===== src/verilog/khc_pkg.sv =====
// package: register map, field layouts, codes and timing for the keypad hmi control block
package khc_pkg;

  // register byte offsets (one aligned word each)
  localparam logic [7:0] OFS_USER_PASSWORD = 8'h00;
  localparam logic [7:0] OFS_COPY_MODE = 8'h04;
  localparam logic [7:0] OFS_QUICK_KEY = 8'h08;
  localparam logic [7:0] OFS_CHAN_SEQ = 8'h0C;
  localparam logic [7:0] OFS_STOP_VALID = 8'h10;
  localparam logic [7:0] OFS_RUN_MASK = 8'h14;
  localparam logic [7:0] OFS_PASSWORD_ENTRY = 8'h18;
  localparam logic [7:0] OFS_STATUS = 8'h1C;

  // reset values
  localparam logic [15:0] RST_USER_PASSWORD = 16'h0000;
  localparam logic [15:0] RST_COPY_MODE = 16'h0000;
  localparam logic [15:0] RST_QUICK_KEY = 16'h0001;
  localparam logic [15:0] RST_CHAN_SEQ = 16'h0000;
  localparam logic [15:0] RST_STOP_VALID = 16'h0000;
  localparam logic [15:0] RST_RUN_MASK = 16'h03FF;

  // quick key field limit
  localparam logic [15:0] QUICK_KEY_MAX = 16'h0027;

  // copy modes
  localparam logic [2:0] COPY_NONE = 3'h0;
  localparam logic [2:0] COPY_UPLOAD = 3'h1;
  localparam logic [2:0] COPY_DL_ALL = 3'h2;
  localparam logic [2:0] COPY_DL_NO_MOTOR = 3'h3;
  localparam logic [2:0] COPY_DL_MOTOR_ONLY = 3'h4;

  // quick key actions (low decimal digit)
  localparam logic [3:0] QK_NONE = 4'h0;
  localparam logic [3:0] QK_JOG = 4'h1;
  localparam logic [3:0] QK_DIR = 4'h3;
  localparam logic [3:0] QK_CLR_UPDN = 4'h4;
  localparam logic [3:0] QK_COAST = 4'h5;
  localparam logic [3:0] QK_CHAN = 4'h6;

  // status register bit positions
  localparam int ST_PROTECT = 0;
  localparam int ST_UNLOCKED = 1;
  localparam int ST_PROMPT = 2;
  localparam int ST_COPY_BUSY = 3;
  localparam int ST_CHAN_LSB = 4;
  localparam int ST_DISP_LSB = 8;

  // relock time after leaving the editing screen
  localparam int RELOCK_TIME_MS = 60000;
  localparam int CLK_MHZ = 125;
  localparam longint RELOCK_CYCLES_L = longint'(RELOCK_TIME_MS) * 1000 * CLK_MHZ;
  localparam logic [39:0] RELOCK_CYCLES = RELOCK_CYCLES_L[39:0];

  // run command source
  typedef enum logic [1:0] {
    KHC_SRC_KEYPAD = 2'h0,
    KHC_SRC_TERMINAL = 2'h1,
    KHC_SRC_COMM = 2'h2
  } khc_src_t;

  // key presses from keypad, one-cycle pulses after synchronising
  typedef struct packed {
    logic prog_esc;
    logic quick;
    logic stop_rst;
    logic shift;
  } khc_keys_t;

  // command pulses towards the drive
  typedef struct packed {
    logic jog;
    logic dir_toggle;
    logic clr_updn;
    logic coast;
    logic stop;
    logic fault_reset;
  } khc_cmd_t;

endpackage : khc_pkg


===== src/verilog/khc_top.sv =====
// keypad hmi control: password lock, parameter copy, quick key, stop key, run display
//
// Overview of operation
// - password 0..65535; a non-zero write arms menu protection
// - writing zero clears the password and disables protection
// - while protected, menu entry needs the entered value to match the password
// - protection re-arms within one minute after leaving the editing screen
// - armed and program_escape_key pressed: show blank 0.0.0.0.0 prompt, need password
// - copy mode 0 none, 1 upload to keypad, 2 download including motor group
// - mode 3 downloads without motor group, mode 4 downloads motor group only
// - after any copy in modes 1..4 completes, the mode field returns to 0
// - copy skips excluded_parameter_group on keypad and drive alike
// - quick key field accepts 0x00..0x27 with action digit 0..7, resets to 0x01, tens digit reserved
// - action digit: 0 none, 1 jog, 3 direction, 4 clear up/down, 5 coast, 6 channel
// - action 6 steps run source per sequence 0 cycle, 1/2/3 toggle pairs
// - stop/reset key always resets an active fault
// - stop validity: 0 keypad, 1 keypad+terminal, 2 keypad+comm, 3 all sources
// - 16-bit running display mask, one shown value per bit, bit 0 first
// - running display mask resets to 0x03FF
`timescale 1ns/1ps

module khc_top (
  input wire logic hclk,
  input wire logic hresetn,
  // ahb-lite slave
  input wire logic hsel,
  input wire logic [31:0] haddr,
  input wire logic [1:0] htrans,
  input wire logic hwrite,
  input wire logic [2:0] hsize,
  input wire logic [31:0] hwdata,
  input wire logic hready,
  output logic [31:0] hrdata,
  output logic hreadyout,
  output logic hresp,
  // keypad side, asynchronous key levels
  input wire logic key_prog_esc_pin,
  input wire logic key_quick_pin,
  input wire logic key_stop_rst_pin,
  input wire logic key_shift_pin,
  input wire logic running,
  input wire logic fault_active,
  input wire logic edit_exit,
  // parameter store copy handshake
  input wire logic copy_done,
  output logic copy_start,
  output logic [2:0] copy_mode,
  output logic copy_skip_excluded,
  output logic copy_motor_group,
  output logic copy_other_groups,
  // display and command outputs
  output logic prompt_blank,
  output logic menu_granted,
  output logic [3:0] display_sel,
  output logic [1:0] run_source,
  output khc_pkg::khc_cmd_t drive_cmd
);

  // registers
  logic [15:0] password_ff;
  logic [15:0] copy_mode_ff;
  logic [15:0] quick_key_ff;
  logic [15:0] chan_seq_ff;
  logic [15:0] stop_valid_ff;
  logic [15:0] run_mask_ff;
  logic protect_ff;
  logic unlocked_ff;
  logic prompt_ff;
  logic copy_busy_ff;
  logic copy_start_ff;
  logic motor_grp_ff;
  logic other_grp_ff;
  logic [39:0] relock_cnt_ff;
  logic relock_run_ff;
  logic [1:0] src_ff;
  logic [3:0] disp_ff;
  logic [31:0] hrdata_ff;
  khc_pkg::khc_cmd_t cmd_ff;

  // ahb address phase capture
  logic wr_pend_ff;
  logic [7:0] wr_addr_ff;

  // three-stage key synchronisers, edges counted once stages 2 and 3 agree
  logic [3:0] key_raw;
  logic [3:0] sync1_ff;
  logic [3:0] sync2_ff;
  logic [3:0] sync3_ff;
  logic [3:0] key_lvl_ff;
  logic [3:0] key_rise;
  khc_pkg::khc_keys_t keys;

  assign key_raw = {key_prog_esc_pin, key_quick_pin, key_stop_rst_pin, key_shift_pin};

  genvar gi;
  generate
    for (gi = 0; gi < 4; gi = gi + 1) begin : g_key
      // filtered level moves only on agreement of the late stages
      always_ff @(posedge hclk or negedge hresetn) begin
        if (!hresetn) begin
          sync1_ff[gi] <= 1'b0;
          sync2_ff[gi] <= 1'b0;
          sync3_ff[gi] <= 1'b0;
          key_lvl_ff[gi] <= 1'b0;
        end else begin
          sync1_ff[gi] <= key_raw[gi];
          sync2_ff[gi] <= sync1_ff[gi];
          sync3_ff[gi] <= sync2_ff[gi];
          if (sync2_ff[gi] == sync3_ff[gi]) begin
            key_lvl_ff[gi] <= sync3_ff[gi];
          end
        end
      end
      assign key_rise[gi] = (sync2_ff[gi] == sync3_ff[gi]) & sync3_ff[gi] & ~key_lvl_ff[gi];
    end
  endgenerate

  assign keys = key_rise;

  // bus decode
  wire addr_ok = hsel & hready & htrans[1];
  wire wr_req = addr_ok & hwrite;
  wire rd_req = addr_ok & ~hwrite;
  wire [15:0] wdat = hwdata[15:0];
  wire wr_pw = wr_pend_ff & (wr_addr_ff == khc_pkg::OFS_USER_PASSWORD);
  wire wr_cm = wr_pend_ff & (wr_addr_ff == khc_pkg::OFS_COPY_MODE);
  wire wr_qk = wr_pend_ff & (wr_addr_ff == khc_pkg::OFS_QUICK_KEY);
  wire wr_cs = wr_pend_ff & (wr_addr_ff == khc_pkg::OFS_CHAN_SEQ);
  wire wr_sv = wr_pend_ff & (wr_addr_ff == khc_pkg::OFS_STOP_VALID);
  wire wr_rm = wr_pend_ff & (wr_addr_ff == khc_pkg::OFS_RUN_MASK);
  wire wr_en = wr_pend_ff & (wr_addr_ff == khc_pkg::OFS_PASSWORD_ENTRY);

  // tens digit reserved: values above 0x27 or with bad action digit are ignored
  wire [3:0] qk_act = wdat[3:0];
  wire qk_ok = (wdat <= khc_pkg::QUICK_KEY_MAX) & (qk_act <= 4'h7) & (wdat[7:4] <= 4'h2);
  wire cm_ok = (wdat[2:0] <= khc_pkg::COPY_DL_MOTOR_ONLY) & (wdat[15:3] == 13'h0000);
  // copy mode only accepted while idle
  wire cm_go = wr_cm & cm_ok & ~copy_busy_ff & (wdat[2:0] != khc_pkg::COPY_NONE);

  // match the entry on its own write data phase; a stored copy would lag by a cycle
  wire pw_match = (wdat == password_ff);
  wire try_entry = wr_en & protect_ff & prompt_ff;

  // quick key action currently programmed
  wire [3:0] qk_sel = quick_key_ff[3:0];
  wire qk_hit = keys.quick;

  // next run source for channel stepping
  logic [1:0] nxt_src;
  always_comb begin
    nxt_src = src_ff;
    unique case (chan_seq_ff[1:0])
      2'h0: nxt_src = (src_ff == 2'h2) ? 2'h0 : src_ff + 2'h1;
      2'h1: nxt_src = (src_ff == 2'h0) ? 2'h1 : 2'h0;
      2'h2: nxt_src = (src_ff == 2'h0) ? 2'h2 : 2'h0;
      2'h3: nxt_src = (src_ff == 2'h1) ? 2'h2 : 2'h1;
    endcase
  end

  // stop key validity per source
  logic stop_ok;
  always_comb begin
    stop_ok = 1'b0;
    unique case (stop_valid_ff[1:0])
      2'h0: stop_ok = (src_ff == 2'h0);
      2'h1: stop_ok = (src_ff != 2'h2);
      2'h2: stop_ok = (src_ff != 2'h1);
      2'h3: stop_ok = 1'b1;
    endcase
  end

  // next enabled display slot, searched upward with wrap
  logic [3:0] nxt_disp;
  logic found;
  logic [3:0] idx;
  always_comb begin
    nxt_disp = disp_ff;
    found = 1'b0;
    idx = 4'h0;
    for (int k = 1; k <= 16; k++) begin
      idx = disp_ff + k[3:0];
      if (!found && run_mask_ff[idx]) begin
        nxt_disp = idx;
        found = 1'b1;
      end
    end
  end

  // read mux, narrow registers in low bits
  logic [31:0] rd_mux;
  always_comb begin
    rd_mux = 32'h0000_0000;
    unique case (haddr[7:0])
      khc_pkg::OFS_USER_PASSWORD: rd_mux = {16'h0000, password_ff};
      khc_pkg::OFS_COPY_MODE: rd_mux = {16'h0000, copy_mode_ff};
      khc_pkg::OFS_QUICK_KEY: rd_mux = {16'h0000, quick_key_ff};
      khc_pkg::OFS_CHAN_SEQ: rd_mux = {16'h0000, chan_seq_ff};
      khc_pkg::OFS_STOP_VALID: rd_mux = {16'h0000, stop_valid_ff};
      khc_pkg::OFS_RUN_MASK: rd_mux = {16'h0000, run_mask_ff};
      khc_pkg::OFS_STATUS: rd_mux = {20'h0_0000, disp_ff, 2'h0, src_ff, copy_busy_ff,
                                     prompt_ff, unlocked_ff, protect_ff};
      default: rd_mux = 32'h0000_0000;
    endcase
  end

  // bus slave: zero wait states, always okay
  always_ff @(posedge hclk or negedge hresetn) begin
    if (!hresetn) begin
      wr_pend_ff <= 1'b0;
      wr_addr_ff <= 8'h00;
      hrdata_ff <= 32'h0000_0000;
    end else begin
      wr_pend_ff <= wr_req;
      wr_addr_ff <= haddr[7:0];
      if (rd_req) begin
        hrdata_ff <= rd_mux;
      end
    end
  end

  // configuration registers
  always_ff @(posedge hclk or negedge hresetn) begin
    if (!hresetn) begin
      password_ff <= khc_pkg::RST_USER_PASSWORD;
      quick_key_ff <= khc_pkg::RST_QUICK_KEY;
      chan_seq_ff <= khc_pkg::RST_CHAN_SEQ;
      stop_valid_ff <= khc_pkg::RST_STOP_VALID;
      run_mask_ff <= khc_pkg::RST_RUN_MASK;
    end else begin
      if (wr_pw) password_ff <= wdat;
      if (wr_qk && qk_ok) quick_key_ff <= wdat;
      if (wr_cs) chan_seq_ff <= {14'h0000, wdat[1:0]};
      if (wr_sv) stop_valid_ff <= {14'h0000, wdat[1:0]};
      if (wr_rm) run_mask_ff <= wdat;
    end
  end

  // password lock state
  always_ff @(posedge hclk or negedge hresetn) begin
    if (!hresetn) begin
      protect_ff <= 1'b0;
      unlocked_ff <= 1'b1;
      prompt_ff <= 1'b0;
      relock_run_ff <= 1'b0;
      relock_cnt_ff <= 40'h00_0000_0000;
    end else begin
      if (wr_pw) begin
        protect_ff <= (wdat != 16'h0000);
        unlocked_ff <= (wdat == 16'h0000);
        prompt_ff <= 1'b0;
        relock_run_ff <= 1'b0;
      end else begin
        if (keys.prog_esc && protect_ff && !unlocked_ff) prompt_ff <= 1'b1;
        if (try_entry && pw_match) begin
          unlocked_ff <= 1'b1;
          prompt_ff <= 1'b0;
        end
        // leaving the editor starts the relock timer; counter sized for 60 s
        if (edit_exit && protect_ff && unlocked_ff) begin
          relock_run_ff <= 1'b1;
          relock_cnt_ff <= 40'h00_0000_0000;
        end else if (relock_run_ff) begin
          if (relock_cnt_ff >= khc_pkg::RELOCK_CYCLES - 40'h00_0000_0001) begin
            relock_run_ff <= 1'b0;
            unlocked_ff <= 1'b0;
          end else begin
            relock_cnt_ff <= relock_cnt_ff + 40'h00_0000_0001;
          end
        end
      end
    end
  end

  // copy sequencing: mode field self clears when the store reports done
  always_ff @(posedge hclk or negedge hresetn) begin
    if (!hresetn) begin
      copy_mode_ff <= khc_pkg::RST_COPY_MODE;
      copy_busy_ff <= 1'b0;
      copy_start_ff <= 1'b0;
      motor_grp_ff <= 1'b0;
      other_grp_ff <= 1'b0;
    end else begin
      copy_start_ff <= cm_go;
      if (cm_go) begin
        copy_mode_ff <= wdat;
        copy_busy_ff <= 1'b1;
        motor_grp_ff <= (wdat[2:0] != khc_pkg::COPY_DL_NO_MOTOR);
        other_grp_ff <= (wdat[2:0] != khc_pkg::COPY_DL_MOTOR_ONLY);
      end else if (copy_busy_ff && copy_done) begin
        copy_mode_ff <= khc_pkg::RST_COPY_MODE;
        copy_busy_ff <= 1'b0;
        motor_grp_ff <= 1'b0;
        other_grp_ff <= 1'b0;
      end
    end
  end

  // key commands, run source and display slot
  always_ff @(posedge hclk or negedge hresetn) begin
    if (!hresetn) begin
      cmd_ff <= '0;
      src_ff <= 2'h0;
      disp_ff <= 4'h0;
    end else begin
      cmd_ff.jog <= qk_hit & (qk_sel == khc_pkg::QK_JOG);
      cmd_ff.dir_toggle <= qk_hit & (qk_sel == khc_pkg::QK_DIR);
      cmd_ff.clr_updn <= qk_hit & (qk_sel == khc_pkg::QK_CLR_UPDN);
      cmd_ff.coast <= qk_hit & (qk_sel == khc_pkg::QK_COAST);
      cmd_ff.stop <= keys.stop_rst & stop_ok;
      cmd_ff.fault_reset <= keys.stop_rst & fault_active;
      if (qk_hit && qk_sel == khc_pkg::QK_CHAN) src_ff <= nxt_src;
      if (!running) disp_ff <= 4'h0;
      else if (keys.shift) disp_ff <= nxt_disp;
    end
  end

  // copy group steering derived from active mode
  wire [2:0] cm_act = copy_mode_ff[2:0];

  assign hrdata = hrdata_ff;
  assign hreadyout = 1'b1;
  assign hresp = 1'b0;
  assign copy_start = copy_start_ff;
  assign copy_mode = cm_act;
  assign copy_skip_excluded = copy_busy_ff;
  assign copy_motor_group = motor_grp_ff;
  assign copy_other_groups = other_grp_ff;
  assign prompt_blank = prompt_ff;
  assign menu_granted = unlocked_ff;
  assign display_sel = disp_ff;
  assign run_source = src_ff;
  assign drive_cmd = cmd_ff;

endmodule : khc_top


===== config.mk =====
export PLATFORM = sky130hd
export DESIGN_NAME = khc_top
export DESIGN_NICKNAME = d
export VERILOG_FILES = /design/src/verilog/khc_pkg.sv /design/src/verilog/khc_top.sv
export SDC_FILE = /design/constraint.sdc
export NUM_CORES = 1
export LEC_CHECK = 0
export ABC_AREA = 1
export BUFFER_PORTS_ARGS = -buffer_cell sky130_fd_sc_hd__buf_2
export CAP_MARGIN = 10
export CORE_MARGIN = 1.5
export CORE_UTILIZATION = 38
export CTS_CLUSTER_SIZE = 28
export DETAILED_ROUTE_END_ITERATION = 7
export GPL_TIMING_DRIVEN = 0
export PLACE_DENSITY_LB_ADDON = 0.25
export SLEW_MARGIN = 30
export SYNTH_ARGS = -nofsm -noshare
export SYNTH_HDL_FRONTEND = slang
export SYNTH_SLANG_ARGS = --single-unit
export TNS_END_PERCENT = 10

===== constraint.sdc =====
create_clock -name hclk -period 3.82 [get_ports hclk]
set_input_delay 0.764 -clock hclk [delete_from_list [all_inputs] [get_ports hclk]]
set_output_delay 0.764 -clock hclk [all_outputs]
set_load 0.02 [all_outputs]

==> results.sh, run 1 <==
export IMPL_wl_per_cell_um=15.2
export IMPL_async_flop_share=1.00
export IMPL_dr_pass1_iters=6
export IMPL_fin_crit_ps=3450
export IMPL_nets=1530
export IMPL_synth_edf_count=0
export IMPL_synth_seq_cells=169
export IMPL_hold_class="in2async"
export IMPL_yosysSeqAreaShare=0.431
export IMPL_detailedRoute_firstIterationViolations=705
export IMPL_crit_path_cell_trace="buf_4 > inv_2 > ha_1 > nor2_1 > nor2_1 > inv_1 > nand3_1 > nand2_1 > nand4_4 > nor2_4 > nand3_1 > inv_1 > nor3_1 > nand3_1 > o21ai_1 > nor2_1 > nand3b_1 > nand2_1"
export IMPL_path_delay_family="simple AND/OR/NAND/NOR gates"
export IMPL_reg2reg_to="display_sel[0]"
export IMPL_clk_latency_ps=430
export IMPL_numCtsBuffers=17
export IMPL_synth_top_flop_cell="dfrtp_1"
export IMPL_rsz0062_at_grt="false"
export IMPL_worst_r2r_setup_slack_ps=370
export IMPL_outcome="finished clean"
export IMPL_cp_startpoint="display_sel[2]"
export IMPL_final_hold_viol_count=0
export IMPL_cts_tree="built"
export IMPL_power_leakage_nw=5.71
export IMPL_yosys_warnings=0
export IMPL_fmax_ghz=0.290
export IMPL_nFillCells=2547
export IMPL_cp_arrival_ps=3750
export IMPL_grt_max_degree=65
export IMPL_clk_pin_slew_worst_paths_ps=80
export IMPL_rows=58
export IMPL_regToRegStartpoint="display_sel[2]"
export IMPL_grt_use_total=0.210
export IMPL_ys_types=50
export IMPL_post_synth_top_count_cell="nand2_1"
export IMPL_crit_type="reg2reg"
export IMPL_hpwlAfterDp_mm=20.9
export IMPL_power_density_mw_per_mm2=506
export IMPL_min_period_over_period=0.903
export IMPL_drt_wl_total_mm=26.9
export IMPL_synth_area_leaders="dfrtp_1 (40%), nand2_1 (12%), inv_1 (7.0%)"
export IMPL_vias=9055
export IMPL_drive_gt1_frac=0.129
export IMPL_synth_cells=1318
export IMPL_peakVddDrop_mv=0.310
export IMPL_hold_slack_ps=257
export IMPL_route_detailed_drc=0
export IMPL_antenna_found_initial=0
export IMPL_drtAntennaViolNets=0
export IMPL_clock_sinks=169
export IMPL_crit_end="display_sel[0]"
export IMPL_syn_area_mm2=0.00985
export IMPL_area_growth_pct=15.9
export IMPL_syn_mean_instance_area_um2=7.47
export IMPL_htree_levels=4
export IMPL_grt_pass1_wl_mm=44.2
export IMPL_crit_required_ps=4120
export IMPL_critPathLaunchType="register"
export IMPL_fin_worst_skew_ps=13.6
export IMPL_cp_depth=18
export IMPL_start_util=0.389
export IMPL_core_area_mm2=0.0253
export IMPL_drv_cap=0
export IMPL_gp_congestion=0.920
export IMPL_worst_path_max_fanout=13
export IMPL_endpoint_kind="register"
export IMPL_r2r_cells=18
export IMPL_grt_pass1_vias=8634
export IMPL_fin_area_mm2=0.0114
export IMPL_drt_vias_per_instance=5.10
export IMPL_ios=137
export IMPL_synth_top_area_frac=0.399
export IMPL_crit_path_max_incr_delay_ps=440
export IMPL_report_final_setup_viol=0
export IMPL_yosys_area_top_type="dfrtp_1"
export IMPL_postPlaceCellArea_mm2=0.0108
export IMPL_cts_max_path_buffers=2
export IMPL_dieArea_mm2=0.0269
export IMPL_cts_root_buf="clkbuf_16"
export IMPL_path_buf_inv=4
export IMPL_io_buffers=74
export IMPL_die_x_um=164
export IMPL_die_h_um=164
export IMPL_power_w=0.00578
export IMPL_overflow=0
export IMPL_worst_slew_pin_transition_ps=820
export IMPL_yosys_top_cells_count="nand2_1 (321), inv_1 (183), dfrtp_1 (157)"
export IMPL_fin_setup_tns_ps=0
export IMPL_slew_violations=0
export IMPL_diodes=0
export IMPL_crit_slowest_cell="dfrtp_1"
export IMPL_relSlewSlack=0.447
==> timing repair <==
action / in CTS / in global routing
setup buffers: 0 / 4
endpoints found under the hold margin: 0 / 0
gates resized for setup: 0 / 11
pin swaps: 0 / 1
hold buffers: 0 / 0
setup endpoints to repair: 1 / 4
==> how the worst min path moves through the flow <==
stage,to,cells past startpoint,slack (ps)
floorplan,sync2_ff[0],0,330
finish,drive_cmd[0],1,260
global placement,sync2_ff[0],0,330
detailed placement,sync2_ff[1],0,340
global route,hrdata[0],1,290
CTS,sync2_ff[2],1,270
==> through the flow <==
step,setup slack [ps],instances,utilization
final,369,1775,0.451
after global routing,12.0,1775,0.451
after CTS,65.5,1771,0.448
after detailed placement,30.8,1740,0.425
after global placement,-690,1738,0.422
after floorplan,714,1334,-
==> per-layer routing <==
| layer | track usage | vias to the layer above | share of wire |
|---|---|---|---|
| li1 | - | 4530 | - |
| met1 | 0.305 | 4267 | 0.48 |
| met2 | 0.331 | 234 | 0.46 |
| met3 | 0.0247 | 24 | 0.047 |
| met4 | 0.0533 | 0 | 0.010 |
| met5 | 0 | - | 0 |
==> registers in the layout, summed over array words and instances (netlist names), 4 cells and up <==
register,cells
drive_cmd,6
password_ff,16
sync3_ff,4
wr_addr_ff,8
key_lvl_ff,4
hrdata,16
sync2_ff,4
quick_key_ff,16
display_sel,4
run_mask_ff,16
sync1_ff,4
relock_cnt_ff,40
copy_mode_ff,16
==> report_power, final <==
part	total, W	switching [W]	internal (W)
combinational	0.00216	0.00152	0.000640
clock	0.00173	0.000835	0.000894
sequential	0.00189	0.0000425	0.00185
total	0.00578	0.00239	0.00338
==> cell usage in the layout, fill, tap and decap left out, types with 14 or more instances in the layout <==
master / n
dfrtp_1: 155
nor2_1: 117
nand4_1: 29
conb_1: 18
clkbuf_1: 20
clkbuf_16: 17
o22ai_1: 16
buf_4: 28
a21oi_1: 19
o21ai_0: 94
nand3_1: 110
inv_1: 183
ha_1: 15
nor3_1: 44
nand2_1: 321
buf_2: 78
nor4_1: 19
o31ai_1: 14
xor2_1: 20
==> kinds of logic after synthesis <==
logic type | Yosys count | synth area share
compound gates | 188 | 0.114
other cells | 2 | 0.000763
mux | 4 | 0.00457
simple gates | 663 | 0.296
buf+inv | 243 | 0.103
xor+xnor | 33 | 0.0301
fa+ha+maj | 16 | 0.0203
flops | 169 | 0.431
==> layout make-up <==
type	instances	area, um^2	share of cell area
Inverter	192	724	0.0635
Clock inverter	14	146	0.0128
Buffer	50	292	0.0255
Tap cell	330	413	0.0362
Clock buffer	18	439	0.0385
Sequential cell	169	4250	0.372
Multi-Input combinational cell	922	4690	0.411
Timing Repair Buffer	80	465	0.0408
(Power assumes the default switching activity.)
==> inputs of run 2 (changes only) <==
- ABC_AREA: 1 -> 0
==> run 2 against run 1 <==
Synthesized cell count shrank 29%. Combinational power shrank 83%. Routed wire length shrank 0.63%. Total power shrank 30%. Final area grew 2.3%. Cell count shrank 20%. Worst hold slack lost 29 ps. Die area shrank 1.4%.
==> results.sh, run 2 <==
export IMPL_htree_levels=4
export IMPL_io_buffers=71
export IMPL_drt_wl_total_mm=26.8
export IMPL_fin_worst_skew_ps=14.7
export IMPL_detailedRoute_firstIterationViolations=702
export IMPL_yosys_top_cells_count="dfrtp_1 (157), nand2_1 (109), nor2_1 (64)"
export IMPL_min_period_over_period=0.962
export IMPL_p_sw_frac=0.276
export IMPL_p_comb_frac=0.088
export IMPL_fin_area_mm2=0.0117
export IMPL_critPathLaunchType="register"
export IMPL_fin_crit_ps=3670
export IMPL_grt_pass1_wl_mm=42.5
export IMPL_power_density_mw_per_mm2=346
export IMPL_p_sw_w=0.00112
export IMPL_synth_edf_count=0
export IMPL_worst_r2r_setup_slack_ps=150
export IMPL_async_flop_share=1.00
export IMPL_die_x_um=163
export IMPL_start_util=0.387
export IMPL_outcome="finished clean"
export IMPL_synth_top_flop_cell="dfrtp_1"
export IMPL_mostFrequentLayoutCells="dfrtp_1 (154), nand2_1 (109), buf_2 (72)"
export IMPL_report_final_setup_viol=0
export IMPL_hold_class="in2async"
export IMPL_relSlewSlack=0.358
export IMPL_overflow=0
export IMPL_drt_vias_per_instance=5.57
export IMPL_synth_cells=936
export IMPL_fmax_ghz=0.272
export IMPL_power_leakage_nw=5.21
export IMPL_postPlaceCellArea_mm2=0.0107
export IMPL_clock_sinks=169
export IMPL_post_synth_top_count_cell="dfrtp_1"
export IMPL_yosys_area_top_type="dfrtp_1"
export IMPL_worst_slew_pin_transition_ps=964
export IMPL_synth_area_leaders="dfrtp_1 (40%), mux4_2 (6.7%), nand2_1 (4.2%)"
export IMPL_crit_required_ps=4140
export IMPL_top_register="relock_cnt_ff"
export IMPL_crit_type="reg2reg"
export IMPL_clk_pin_slew_worst_paths_ps=80
export IMPL_dr_pass1_iters=7
export IMPL_antenna_found_initial=0
export IMPL_ys_types=78
export IMPL_cp_arrival_ps=3990
export IMPL_hpwlAfterDp_mm=19.3
export IMPL_endpoint_kind="register"
export IMPL_yosysSeqAreaShare=0.437
export IMPL_dieArea_mm2=0.0265
export IMPL_drtAntennaViolNets=0
export IMPL_grt_pass1_vias=7621
export IMPL_numCtsBuffers=17
export IMPL_grt_use_total=0.207
export IMPL_cts_max_path_buffers=2
export IMPL_yosys_warnings=0
export IMPL_nets=1170
export IMPL_diodes=0
export IMPL_final_hold_viol_count=0
export IMPL_vias=7887
export IMPL_die_h_um=163
export IMPL_pwr_share_clk=0.457
export IMPL_peakVddDrop_mv=0.245
export IMPL_core_area_mm2=0.0251
export IMPL_p_seq_frac=0.455
export IMPL_largest_reg_flops=40
export IMPL_synth_seq_cells=169
export IMPL_cts_root_buf="clkbuf_16"
export IMPL_drive_gt1_frac=0.263
export IMPL_nFillCells=2362
export IMPL_clk_latency_ps=440
export IMPL_ios=137
export IMPL_layout_commonest_cell="dfrtp_1"
export IMPL_worst_path_max_fanout=10
export IMPL_wl_per_cell_um=18.9
export IMPL_syn_mean_instance_area_um2=10.4
export IMPL_route_detailed_drc=0
export IMPL_synth_top_area_frac=0.405
export IMPL_fin_setup_tns_ps=0
export IMPL_slew_violations=0
export IMPL_area_growth_pct=20.3
export IMPL_drv_cap=0
export IMPL_cts_tree="built"
export IMPL_p_int_w=0.00293
export IMPL_syn_area_mm2=0.00971
export IMPL_grt_max_degree=65
export IMPL_gp_congestion=0.908
export IMPL_rows=58
## run 2: cell count changes after synthesis, sizes merged, moves of 17 or more
cell	change
nor2b	+18
nor3	-20
nand3	-94
nand4	-23
nand2	-216
mux4	+29
and2	+23
o21ai	-66
inv	-172
nor2	-59
mux2	+32
mux2i	+17
## run 2: final cells by class
cell class,instances,area (um^2),area share
well taps,330,413,0.0354
plain buffers,60,374,0.0320
clock buffers,17,425,0.0364
inverters,18,82.6,0.00707
repair buffers,103,656,0.0562
clock inverters,15,213,0.0182
flip-flops and latches,169,4250,0.364
multi-input cells,703,5270,0.451
## run 2: power by group through the flow
stage | clock, W | combinational [W] | sequential [W]
CTS | 0.00188 | 0.000349 | 0.00184
floorplan | 0 | 0.000200 | 0.00187
global placement | 0 | 0.000318 | 0.00187
global route | 0.00196 | 0.000391 | 0.00184
finish | 0.00185 | 0.000357 | 0.00184
detailed placement | 0 | 0.000330 | 0.00187
## run 2: kinds of logic (layout without fill, tap and decap cells)
| group | count (synthesis) | count (layout) | synth area share |
|---|---|---|---|
| AOI/OAI and AO/OA | 194 | 194 | 0.142 |
| other | 2 | 18 | 0.000774 |
| adders and majority gates | 16 | 16 | 0.0206 |
| muxes | 82 | 82 | 0.127 |
| buffers and inverters | 80 | 213 | 0.0429 |
| xor gates and xnor gates | 52 | 52 | 0.0477 |
| and+or+nand+nor | 341 | 341 | 0.181 |
| DFF | 169 | 169 | 0.437 |
## run 2: final timing paths
path	end	cells after the start	from
max in group asynchronous	quick_key_ff[0]	3	hresetn
max	display_sel[2]	13	display_sel[2]
min reg2reg	sync2_ff[3]	0	sync1_ff[3]
max reg2reg	display_sel[2]	13	display_sel[2]
min	hrdata[6]	1	hresetn
min in group hclk	sync2_ff[3]	0	sync1_ff[3]
## run 2: worst max-delay path, stage by stage (launching register included)
cell and delay (ps):
dfrtp_2 400, buf_6 170, buf_6 170, clkinvlp_4 160
ha_1 260, xnor2_2 220, mux4_2 620, nor4_4 390
nand3b_4 180, or2_1 270, buf_6 130, o211a_1 220
nor4_2 250, a21oi_1 110
## run 2: per-stage QoR
step / hold WS, ps / utilization / setup WS [ps] / power [W] / std cells
finish: 228 / 0.465 / 146 / 0.00404 / 1415
global route: 248 / 0.465 / -27.8 / 0.00419 / 1415
CTS: 232 / 0.459 / -2.83 / 0.00407 / 1400
detailed placement: 336 / 0.426 / -517 / 0.00220 / 1358
global placement: 332 / 0.421 / -1030 / 0.00219 / 1353
floorplan: 331 / - / 2.83 / 0.00207 / 952
## run 2: metal layers
| metal | track usage | vias up | wire, um |
|---|---|---|---|
| met5 | 0 | - | 0 |
| met4 | 0.0592 | 0 | 459 |
| met1 | 0.291 | 3879 | 12200 |
| met2 | 0.326 | 276 | 12400 |
| li1 | - | 3691 | - |
| met3 | 0.0367 | 41 | 1640 |
## run 2: timing repair
action	CTS	global route
pin swaps	5	10
hold buffers	0	0
resized for setup	24	15
setup buffers	10	17
endpoints found under the setup margin	4	4
